[src/hk_supervisor_map.svh]
`ifndef HK_SUPERVISOR_MAP_SVH
`define HK_SUPERVISOR_MAP_SVH

// ==========================================================
// clock rate
`define CLK_KHZ 40000
`define CLK_MHZ 40

// ==========================================================
// durations in their own units
`define FILT_NS 6000
`define BLANK_MS 64
`define PGOOD_MS 250
`define OFF_US 2500
`define RESTART_MS 1000
`define SOFTSTART_US 8000
`define SS_STEPS 256

// ==========================================================
// derived cycle counts (a least time rounds up)
`define FILT_CYC ((`FILT_NS * `CLK_MHZ + 999) / 1000)
`define BLANK_CYC (`BLANK_MS * `CLK_KHZ)
`define PGOOD_CYC (`PGOOD_MS * `CLK_KHZ)
`define OFF_CYC (`OFF_US * `CLK_MHZ)
`define RESTART_CYC (`RESTART_MS * `CLK_KHZ)
`define SOFTSTART_CYC (`SOFTSTART_US * `CLK_MHZ)

// ==========================================================
// register offsets and config fields
`define REG_CFG 4'h0
`define REG_STATUS 4'h4
`define REG_SOFTSTART 4'h8
`define CFG_LATCH 0
`define CFG_OCSEL 1
`define CFG_HYST_LSB 2
`define CFG_HYST_MSB 5
`define CFG_RST 8'h00

// ==========================================================
// synchroniser bit positions and reset value (lockout held active)
`define SY_PGIN 0
`define SY_PROGRAM_SELECT 1
`define SY_LOCK 2
`define SY_PSON 3
`define SY_MAINS 4
`define SY_FLAG_LSB 5
`define SY_MSB 12
`define SY_RST 13'h0004
`define FL_PSON 0
`define FL_MAINS 1
`define FL_FLAG_LSB 2
`define FL_MSB 9

`endif

[src/hk_supervisor_pkg.sv]
package hk_supervisor_pkg;
   typedef logic [25:0] timer_t;
   typedef logic [7:0] filt_t;
   typedef logic [7:0] code_t;
   typedef logic [7:0] cfg_t;
   typedef logic [15:0] word_t;
   typedef logic [3:0] addr_t;

   // comparator flags, high means the condition is present
   typedef struct packed {
      logic mainOv;
      logic mainUv;
      logic oc12;
      logic oc5;
      logic oc3v3;
      logic vddOv;
      logic dualOv;
      logic dualUv;
   } fault_flags_s;

   typedef struct packed {
      logic [4:0] spare;
      logic progMode;
      logic lockout;
      logic mainsOk;
      logic mainBlank;
      logic auxBlank;
      logic powerGood;
      logic offDone;
      logic uvocLatch;
      logic dualUvLatch;
      logic sysLatch;
      logic ovLatch;
   } status_s;
endpackage : hk_supervisor_pkg

[src/psu_housekeeping_supervisor.sv]
// Design decisions made here: the placing of the registers and strobed register access.
`timescale 1ns/1ps
`include "hk_supervisor_map.svh"
// How it works
// - main rail overvoltage latches main fault high, converter off
// - overvoltage latch clears only on supply request cycle or lockout
// - main undervoltage raises main fault; latched or retried after one second
// - main undervoltage flag ignored while mains sense shows brownout
// - 12V or selected 5V/3V3 overcurrent raises main fault, latched or retried
// - undervoltage and overcurrent ignored 64 ms after converter enable
// - aux blanking starts at supply valid, main at first mains valid
// - power good asserted 250 ms after all rails above undervoltage
// - debounced off request drops power good at once
// - main fault raised 2.5 ms after off request recognised
// - supply request input is debounced against glitches
// - every comparator input digitally filtered before any action
// - programmable hysteresis setting for the mains sense comparator
// - device supply overvoltage latches both fault outputs high
// - during supply lockout every output held at its off level
// - supply lockout clears all latches and programmed settings
// - dual rail overvoltage latches both fault outputs high
// - dual rail undervoltage latches main fault, drops dual switch drive
// - soft start ramps reference code 0 to full scale over 8 ms
// - one option picks latch or one second auto restart
// - program select turns power good into data, request into clock
module psu_housekeeping_supervisor #(
   parameter int unsigned BLANK_CYC = `BLANK_CYC,
   parameter int unsigned PGOOD_CYC = `PGOOD_CYC,
   parameter int unsigned OFF_CYC = `OFF_CYC,
   parameter int unsigned RESTART_CYC = `RESTART_CYC,
   parameter int unsigned SOFTSTART_CYC = `SOFTSTART_CYC
) (
   // clock and reset
   input wire logic sys_clk,
   input wire logic srst,
   // asynchronous comparator results and pins
   input wire hk_supervisor_pkg::fault_flags_s rawFlags,
   input wire logic mainsSense,
   input wire logic supplyOnRequest,
   input wire logic supplyLockout,
   input wire logic programSelect,
   // open-drain power good, data input while programming
   input wire logic powerGoodIn,
   output logic powerGoodOut,
   output logic powerGoodOe_n,
   // converter control
   output logic mainFaultOut,
   output logic dualFaultOut,
   output logic dualSwitchDrive,
   output hk_supervisor_pkg::code_t softStartCode,
   output logic acHystEnable,
   output logic [3:0] acHystTrim,
   // register port
   input wire hk_supervisor_pkg::addr_t regAddr,
   input wire hk_supervisor_pkg::word_t regWdata,
   input wire logic regWr,
   input wire logic regRd,
   output hk_supervisor_pkg::word_t regRdata
);
   import hk_supervisor_pkg::*;

   localparam timer_t BLANK_END = timer_t'(BLANK_CYC - 1);
   localparam timer_t PGOOD_END = timer_t'(PGOOD_CYC - 1);
   localparam timer_t OFF_END = timer_t'(OFF_CYC - 1);
   localparam timer_t RESTART_END = timer_t'(RESTART_CYC - 1);
   localparam timer_t SS_STEP_END = timer_t'(SOFTSTART_CYC / `SS_STEPS - 1);
   localparam filt_t FILT_END = filt_t'(`FILT_CYC - 1);
   localparam code_t SS_TOP = code_t'(`SS_STEPS - 1);

   // =======================================================
   // input synchronisers
   logic [`SY_MSB:0] sync1_ff;
   logic [`SY_MSB:0] sync2_ff;

   always_ff @(posedge sys_clk)
   begin
      if (srst)
      begin
         sync1_ff <= `SY_RST;
         sync2_ff <= `SY_RST;
      end
      else
      begin
         sync1_ff <= {rawFlags, mainsSense, supplyOnRequest, supplyLockout, programSelect,
                      powerGoodIn};
         sync2_ff <= sync1_ff;
      end
   end

   logic lockout;
   logic progMode;
   logic clr;
   assign lockout = sync2_ff[`SY_LOCK];
   assign progMode = sync2_ff[`SY_PROGRAM_SELECT];
   assign clr = srst | lockout;

   // =======================================================
   // digital filters: a level must stand FILT_CYC cycles to pass
   logic [`FL_MSB:0] filt_ff;
   logic [`FL_MSB:0] filtIn;
   assign filtIn = sync2_ff[`SY_MSB:`SY_PSON];

   genvar gi;
   generate
      for (gi = 0; gi <= `FL_MSB; gi++)
      begin : g_filt
         filt_t cnt_ff;
         always_ff @(posedge sys_clk)
         begin
            if (clr)
            begin
               cnt_ff <= '0;
               filt_ff[gi] <= 1'b0;
            end
            else if (filtIn[gi] == filt_ff[gi])
               cnt_ff <= '0;
            else if (cnt_ff == FILT_END)
            begin
               cnt_ff <= '0;
               filt_ff[gi] <= filtIn[gi];
            end
            else
               cnt_ff <= cnt_ff + filt_t'(1);
         end
      end
   endgenerate

   fault_flags_s fl;
   logic mainsOk;
   logic psOff;
   assign fl = fault_flags_s'(filt_ff[`FL_MSB:`FL_FLAG_LSB]);
   assign mainsOk = filt_ff[`FL_MAINS];
   // request pin is the programming clock while programming
   assign psOff = filt_ff[`FL_PSON] & ~progMode;

   logic psOffD_ff;
   logic psOffRise;
   logic psOffFall;
   always_ff @(posedge sys_clk)
   begin
      if (clr)
         psOffD_ff <= 1'b0;
      else
         psOffD_ff <= psOff;
   end
   assign psOffRise = psOff & ~psOffD_ff;
   assign psOffFall = ~psOff & psOffD_ff;

   // =======================================================
   // configuration: register port or serial programming
   cfg_t cfg_ff;
   logic progClkD_ff;
   logic latchMode;
   logic ocSel3v3;
   assign latchMode = cfg_ff[`CFG_LATCH];
   assign ocSel3v3 = cfg_ff[`CFG_OCSEL];

   always_ff @(posedge sys_clk)
   begin
      if (clr)
      begin
         cfg_ff <= `CFG_RST;
         progClkD_ff <= 1'b0;
      end
      else
      begin
         progClkD_ff <= sync2_ff[`SY_PSON];
         if (progMode && sync2_ff[`SY_PSON] && !progClkD_ff)
            cfg_ff <= {cfg_ff[6:0], sync2_ff[`SY_PGIN]};
         else if (regWr && regAddr == `REG_CFG)
            cfg_ff <= cfg_t'(regWdata);
      end
   end

   // =======================================================
   // start-up blanking
   timer_t auxCnt_ff;
   logic auxDone_ff;
   timer_t mainCnt_ff;
   logic mainRun_ff;
   logic mainsSeen_ff;
   logic auxBlank;
   logic mainBlank;
   logic restartDone;
   assign auxBlank = ~auxDone_ff;
   assign mainBlank = ~mainsSeen_ff | mainRun_ff;

   // aux blanking runs from supply valid
   always_ff @(posedge sys_clk)
   begin
      if (clr)
      begin
         auxCnt_ff <= '0;
         auxDone_ff <= 1'b0;
      end
      else if (!auxDone_ff)
      begin
         auxCnt_ff <= auxCnt_ff + timer_t'(1);
         auxDone_ff <= (auxCnt_ff == BLANK_END);
      end
   end

   // main blanking restarts on every enable
   always_ff @(posedge sys_clk)
   begin
      if (clr)
      begin
         mainCnt_ff <= '0;
         mainRun_ff <= 1'b0;
         mainsSeen_ff <= 1'b0;
      end
      else if ((mainsOk && !mainsSeen_ff) || restartDone || psOffFall)
      begin
         mainsSeen_ff <= mainsSeen_ff | mainsOk;
         mainCnt_ff <= '0;
         mainRun_ff <= 1'b1;
      end
      else if (mainRun_ff)
      begin
         mainCnt_ff <= mainCnt_ff + timer_t'(1);
         mainRun_ff <= (mainCnt_ff != BLANK_END);
      end
   end

   // =======================================================
   // fault latches; a new fault wins over a request cycle or restart, lockout wins over a new fault
   logic ovLatch_ff;
   logic sysLatch_ff;
   logic dualUvLatch_ff;
   logic uvocLatch_ff;
   logic mainFault_ff;
   logic ocHit;
   logic uvHit;

   assign ocHit = ~mainBlank & (fl.oc12 | (ocSel3v3 ? fl.oc3v3 : fl.oc5));
   assign uvHit = ~mainBlank & fl.mainUv & mainsOk;

   always_ff @(posedge sys_clk)
   begin
      if (clr)
         ovLatch_ff <= 1'b0;
      else if (fl.mainOv)
         ovLatch_ff <= 1'b1;
      else if (psOffRise)
         ovLatch_ff <= 1'b0;
   end

   always_ff @(posedge sys_clk)
   begin
      if (clr)
         sysLatch_ff <= 1'b0;
      else if (fl.vddOv || fl.dualOv)
         sysLatch_ff <= 1'b1;
   end

   always_ff @(posedge sys_clk)
   begin
      if (clr)
         dualUvLatch_ff <= 1'b0;
      else if (fl.dualUv && !auxBlank)
         dualUvLatch_ff <= 1'b1;
   end

   always_ff @(posedge sys_clk)
   begin
      if (clr)
         uvocLatch_ff <= 1'b0;
      else if (ocHit || uvHit)
         uvocLatch_ff <= 1'b1;
      else if (restartDone || psOffRise)
         uvocLatch_ff <= 1'b0;
   end

   // =======================================================
   // auto restart after one second unless latched
   timer_t restartCnt_ff;
   always_ff @(posedge sys_clk)
   begin
      if (clr || !uvocLatch_ff || latchMode)
         restartCnt_ff <= '0;
      else if (restartCnt_ff != RESTART_END)
         restartCnt_ff <= restartCnt_ff + timer_t'(1);
   end
   assign restartDone = uvocLatch_ff & ~latchMode & (restartCnt_ff == RESTART_END);

   // =======================================================
   // off delay
   timer_t offCnt_ff;
   logic offDone_ff;
   always_ff @(posedge sys_clk)
   begin
      if (clr || !psOff)
      begin
         offCnt_ff <= '0;
         offDone_ff <= 1'b0;
      end
      else if (offCnt_ff != OFF_END)
         offCnt_ff <= offCnt_ff + timer_t'(1);
      else
         offDone_ff <= 1'b1;
   end

   // =======================================================
   // converter outputs
   logic dualFault_ff;
   logic dualSwitch_ff;
   always_ff @(posedge sys_clk)
   begin
      if (clr)
      begin
         mainFault_ff <= 1'b1;
         dualFault_ff <= 1'b0;
         dualSwitch_ff <= 1'b0;
      end
      else
      begin
         mainFault_ff <= ovLatch_ff | sysLatch_ff | dualUvLatch_ff | uvocLatch_ff | offDone_ff;
         dualFault_ff <= sysLatch_ff;
         dualSwitch_ff <= ~dualUvLatch_ff;
      end
   end
   assign mainFaultOut = mainFault_ff;
   assign dualFaultOut = dualFault_ff;
   assign dualSwitchDrive = dualSwitch_ff;

   // =======================================================
   // power good
   timer_t pgCnt_ff;
   logic pgGood_ff;
   logic pgRelease_ff;
   logic allUp;
   assign allUp = ~fl.mainUv & ~fl.dualUv & mainsOk & ~mainFault_ff & ~psOff;

   always_ff @(posedge sys_clk)
   begin
      if (clr || !allUp)
      begin
         pgCnt_ff <= '0;
         pgGood_ff <= 1'b0;
      end
      else if (pgCnt_ff != PGOOD_END)
         pgCnt_ff <= pgCnt_ff + timer_t'(1);
      else
         pgGood_ff <= 1'b1;
   end

   always_ff @(posedge sys_clk)
   begin
      if (clr)
         pgRelease_ff <= 1'b0;
      else
         pgRelease_ff <= progMode | pgGood_ff;
   end
   assign powerGoodOut = 1'b0;
   assign powerGoodOe_n = pgRelease_ff;

   // =======================================================
   // soft start ramp
   timer_t ssCnt_ff;
   code_t ssCode_ff;
   always_ff @(posedge sys_clk)
   begin
      if (clr || mainFault_ff)
      begin
         ssCnt_ff <= '0;
         ssCode_ff <= '0;
      end
      else if (ssCode_ff != SS_TOP)
      begin
         if (ssCnt_ff == SS_STEP_END)
         begin
            ssCnt_ff <= '0;
            ssCode_ff <= ssCode_ff + code_t'(1);
         end
         else
            ssCnt_ff <= ssCnt_ff + timer_t'(1);
      end
   end
   assign softStartCode = ssCode_ff;

   // =======================================================
   // mains hysteresis: sink on below threshold, trim from config
   logic hystEn_ff;
   always_ff @(posedge sys_clk)
   begin
      if (clr)
         hystEn_ff <= 1'b0;
      else
         hystEn_ff <= ~mainsOk;
   end
   assign acHystEnable = hystEn_ff;
   assign acHystTrim = cfg_ff[`CFG_HYST_MSB:`CFG_HYST_LSB];

   // =======================================================
   // register read port; unmapped addresses read zero
   status_s status;
   word_t rdata_ff;
   always_comb
   begin
      status = '0;
      status.ovLatch = ovLatch_ff;
      status.sysLatch = sysLatch_ff;
      status.dualUvLatch = dualUvLatch_ff;
      status.uvocLatch = uvocLatch_ff;
      status.offDone = offDone_ff;
      status.powerGood = pgGood_ff;
      status.auxBlank = auxBlank;
      status.mainBlank = mainBlank;
      status.mainsOk = mainsOk;
      status.lockout = lockout;
      status.progMode = progMode;
   end

   always_ff @(posedge sys_clk)
   begin
      if (srst)
         rdata_ff <= '0;
      else if (!regRd)
         rdata_ff <= '0;
      else if (regAddr == `REG_CFG)
         rdata_ff <= word_t'(cfg_ff);
      else if (regAddr == `REG_STATUS)
         rdata_ff <= word_t'(status);
      else if (regAddr == `REG_SOFTSTART)
         rdata_ff <= word_t'(ssCode_ff);
      else
         rdata_ff <= '0;
   end
   assign regRdata = rdata_ff;
endmodule : psu_housekeeping_supervisor

[config.mk]
export PLATFORM = sky130hd
export DESIGN_NAME = psu_housekeeping_supervisor
export DESIGN_NICKNAME = d
export VERILOG_FILES = /design/src/hk_supervisor_pkg.sv /design/src/psu_housekeeping_supervisor.sv
export VERILOG_INCLUDE_DIRS = /design/src
export SDC_FILE = /design/constraint.sdc
export NUM_CORES = 1
export LEC_CHECK = 0
export ABC_AREA = 1
export BUFFER_PORTS_ARGS = -buffer_cell sky130_fd_sc_hd__buf_2
export CAP_MARGIN = 40
export CORE_MARGIN = 2
export CORE_UTILIZATION = 40
export DETAILED_ROUTE_END_ITERATION = 7
export GPL_TIMING_DRIVEN = 0
export PLACE_DENSITY = 0.56
export SETUP_SLACK_MARGIN = 0.2
export SYNTH_ARGS = -nofsm -noshare
export SYNTH_HDL_FRONTEND = slang
export SYNTH_SLANG_ARGS = --single-unit
[constraint.sdc]
create_clock -name sys_clk -period 3.9 [get_ports sys_clk]
set_input_delay 0.39 -clock sys_clk [delete_from_list [all_inputs] [get_ports sys_clk]]
set_output_delay 0.39 -clock sys_clk [all_outputs]
set_load 0.05 [all_outputs]
==> impl_metrics.yaml <==
outcome:
  outcome: "finished clean"
synthesis:
  netlist_area_um2: 15090
  synth-warning-count: 0
  synth.distinct_cells: 46
  synth_seq_cells: 315
  yosysSeqAreaShare_pct: 41.78
  synthCells: 2176
  avgSynthCellArea_um2: 6.936
clock_tree:
  post-cts-setup-buffer-count: 0
  cts_resized: 0
  root_buffer: "clkbuf_16"
  cts_sinks: 315
  clk_pin_slew_worst_paths_ns: 0.06
  cts_tree: "done"
  htreeDepth: 2
  cts_made_buffers: 38
  clk_path_buf_depth: 3
  cts_hold_buf: 0
  insertion_delay_ns: 0.54
setup_path:
  crit_fanout: 5
  path_buf_inv: 0
  crit_chain: "ha_1, nand3_1, nor2_2, nand3_2, nor2_1, nand3_1, nand2_1, nor2_1"
  path_class: "reg2reg"
  crit_path_start_kind: "flop"
  crit_arrival_ns: 2.26
  slowest_delay_ns: 0.40
  end_kind: "flop"
  cp.required_ns: 4.32
  cp_top_family: "simple AND/OR/NAND/NOR gates"
  slowest_stage: "dfxtp_1"
sta:
  holdWs_ns: 0.07157
  timing.final.ws_setup_ns: 2.056
  period_minus_slack_ns: 1.844
  worst_pin_slew_ns: 0.7006
  rsz0062_at_grt: "no"
  drv_slew: 0
  setup_viol: 0
  slew_headroom_pct: 53.29
  tns_ns: 0
  fin_skew_ns: 0.01342
  finalHoldViolCount: 0
  fmax_mhz: 542.2
  period_share_pct: 47.29
detailed_routing:
  drtAntennaViolNets: 0
  vias_per_cell: 4.801
  route.detailed.drc: 0
  wirelength_um: 36420
  wl_per_cell_um: 12.96
  vias: 13490
  drt-initial-drc-count: 585
  first_pass_iters: 4
power:
  p_sw_mw: 1.438
  power_frac_seq_pct: 48.3
  internal-power_mw: 5.271
  p_sw_share_pct: 21.44
  pwr-share-clk_pct: 50.2
  peakVddDrop_v: 0.0002923
  comb_power_share_pct: 1.5
  cellLeakagePower_nw: 6.396
  p_per_area_nw_per_um2: 390.3
die:
  die_w_um: 198.2
  fp.coreArea_um2: 37400
  die_h_um: 198.2
  row_count: 71
  initial_core_util_pct: 40.35
  dieArea_um2: 39300
  io_pins: 71
run:
  maxCapViolCount: 0
grt:
  grt_pass1_wl_um: 61080
  grtUsageTotal_pct: 18.98
  grt_pass1_vias: 12840
  overflow: 0
  grt_max_degree: 12
  grt_antenna_before_repair: 0
cells_and_area:
  fin_util_pct: 45.96
  n_antenna_cell: 0
  final_cells: 2810
  drive_gt1_share_pct: 9.613
  nNetsFinal: 2331
  synthToLayoutAreaGrowth_pct: 13.89
worst_hold_path:
  hp-class: "in2reg"
placed_design:
  gp_congestion: 0.8775
  portBuffers: 55
  dpl.hpwl_um: 27110
  dpl_worst_slack_ns: 2.048
  dp.cells: 2747
per-stage QoR:
step	area (um^2)	total power, mW
2_1_floorplan	15110	3.373
3_3_place_gp	16030	3.414
3_5_place_dp	16030	3.414
4_1_cts	17190	6.825
5_1_grt	17190	6.950
6_report	17190	6.709
cells in the final DEF, fill, tap and decap left out, types with 3 or more instances in the layout:
cell | Yosys | layout
a21oi_1 | 139 | 139
a31oi_1 | 7 | 7
buf_2 | 11 | 66
buf_4 | 12 | 12
buf_6 | 5 | 5
clkbuf_1 | 5 | 18
clkbuf_16 | 0 | 38
clkbuf_8 | 0 | 4
clkinv_2 | 0 | 3
conb_1 | 1 | 6
dfxtp_1 | 315 | 315
ha_1 | 18 | 18
inv_1 | 311 | 311
inv_2 | 7 | 7
nand2_1 | 469 | 469
nand2_2 | 8 | 8
nand3_1 | 137 | 137
nand3_2 | 10 | 10
nand3b_1 | 14 | 14
nand4_1 | 50 | 50
nor2_1 | 358 | 358
nor2_2 | 21 | 21
nor2_4 | 10 | 10
nor3_1 | 60 | 60
nor3_2 | 7 | 7
nor3_4 | 3 | 3
nor3b_1 | 9 | 9
nor4_1 | 4 | 4
o21ai_0 | 68 | 68
o21ai_1 | 3 | 3
o22ai_1 | 6 | 6
or2_2 | 15 | 15
xnor2_1 | 27 | 27
xor2_1 | 45 | 45
layout make-up:
class / count / area, um^2
plain buffers: 36 / 232.7
clock buffers: 55 / 1055
clock inverters: 8 / 108.9
fillers: 3873 / 20210
inverters: 319 / 1200
multi-input cells: 1511 / 7372
flip-flops and latches: 315 / 6306
well taps: 511 / 639.4
repair buffers: 55 / 275.3
path summary, 6_finish.rpt:
check	startpoint	to	slack, ns	cells after the start
worst max-delay path	pgCnt_ff[0]	pgCnt_ff[22]	2.06	8
worst min-delay path	supplyOnRequest	sync1_ff[3]	0.07	3
worst max register to register	pgCnt_ff[0]	pgCnt_ff[22]	2.06	8
worst min register to register	sync1_ff[8]	sync2_ff[8]	0.39	2
state kept, by name (all words and copies together) (netlist names), 8 cells and up:
register	count
g_filt.cnt_ff	80
auxCnt_ff	26
mainCnt_ff	26
offCnt_ff	26
pgCnt_ff	26
restartCnt_ff	26
ssCnt_ff	26
sync1_ff	13
sync2_ff	13
regRdata	11
filt_ff	9
cfg_ff	8
softStartCode	8
tightest hold or removal path, cell delays in order:
cell    delay (ns)
buf_2         0.08
inv_1         0.03
nor2_1        0.06
cells in the mapped netlist (all sizes together):
cell    instances  area [um^2]
nand3         147        785.8
o21bai          2        15.01
ha             18        225.2
a21boi          1        7.510
nand3b         14        105.1
o21ai          72        364.1
nor4            4        25.02
a22oi           1        7.510
mux2i           1        10.01
a211oi          2        15.01
buf            30        209.0
inv           319         1200
dfxtp         315         6306
nor3b           9        67.56
xor2           45        394.1
conb            1        3.750
nor2          390         1608
clkbuf          6        23.77
o22ai           6        37.54
or2            17        106.4
nand4          51        325.3
xnor2          27        236.5
a21oi         139        695.7
nand2         479         1833
o31ai           1        7.510
o21a            2        15.01
nor3           70        419.2
a31oi           7        43.79
routing by layer:
| metal | GRT usage [%] | part of all wire (%) |
|---|---|---|
| met2 | 32.74 | 46 |
| met1 | 24.62 | 48 |
| met4 | 5.040 | 2.0 |
| met5 | 0 | 0 |
| met3 | 2.947 | 3.9 |
power by group through the flow:
stage	registers, mW	clock network (mW)	logic (mW)
floorplan	3.31	0	0.0594
global placement	3.31	0	0.102
detailed placement	3.31	0	0.102
CTS	3.24	3.48	0.103
global route	3.24	3.60	0.111
finish	3.24	3.37	0.100
cells by family (layout without fill, tap and decap cells):
group / after synthesis / after routing / share of synthesized area (%)
multiplexers: 1 / 1 / 0.06633
flip-flops: 315 / 315 / 41.78
XOR/XNOR: 72 / 72 / 4.178
AND/OR/NAND/NOR: 1181 / 1181 / 34.95
AO/OA/AOI/OAI: 233 / 233 / 8.009
other: 1 / 6 / 0.02485
buffers and inverters: 355 / 473 / 9.493
adder cells (fa/ha/maj): 18 / 18 / 1.492
Power figures use the tool's default switching activity.
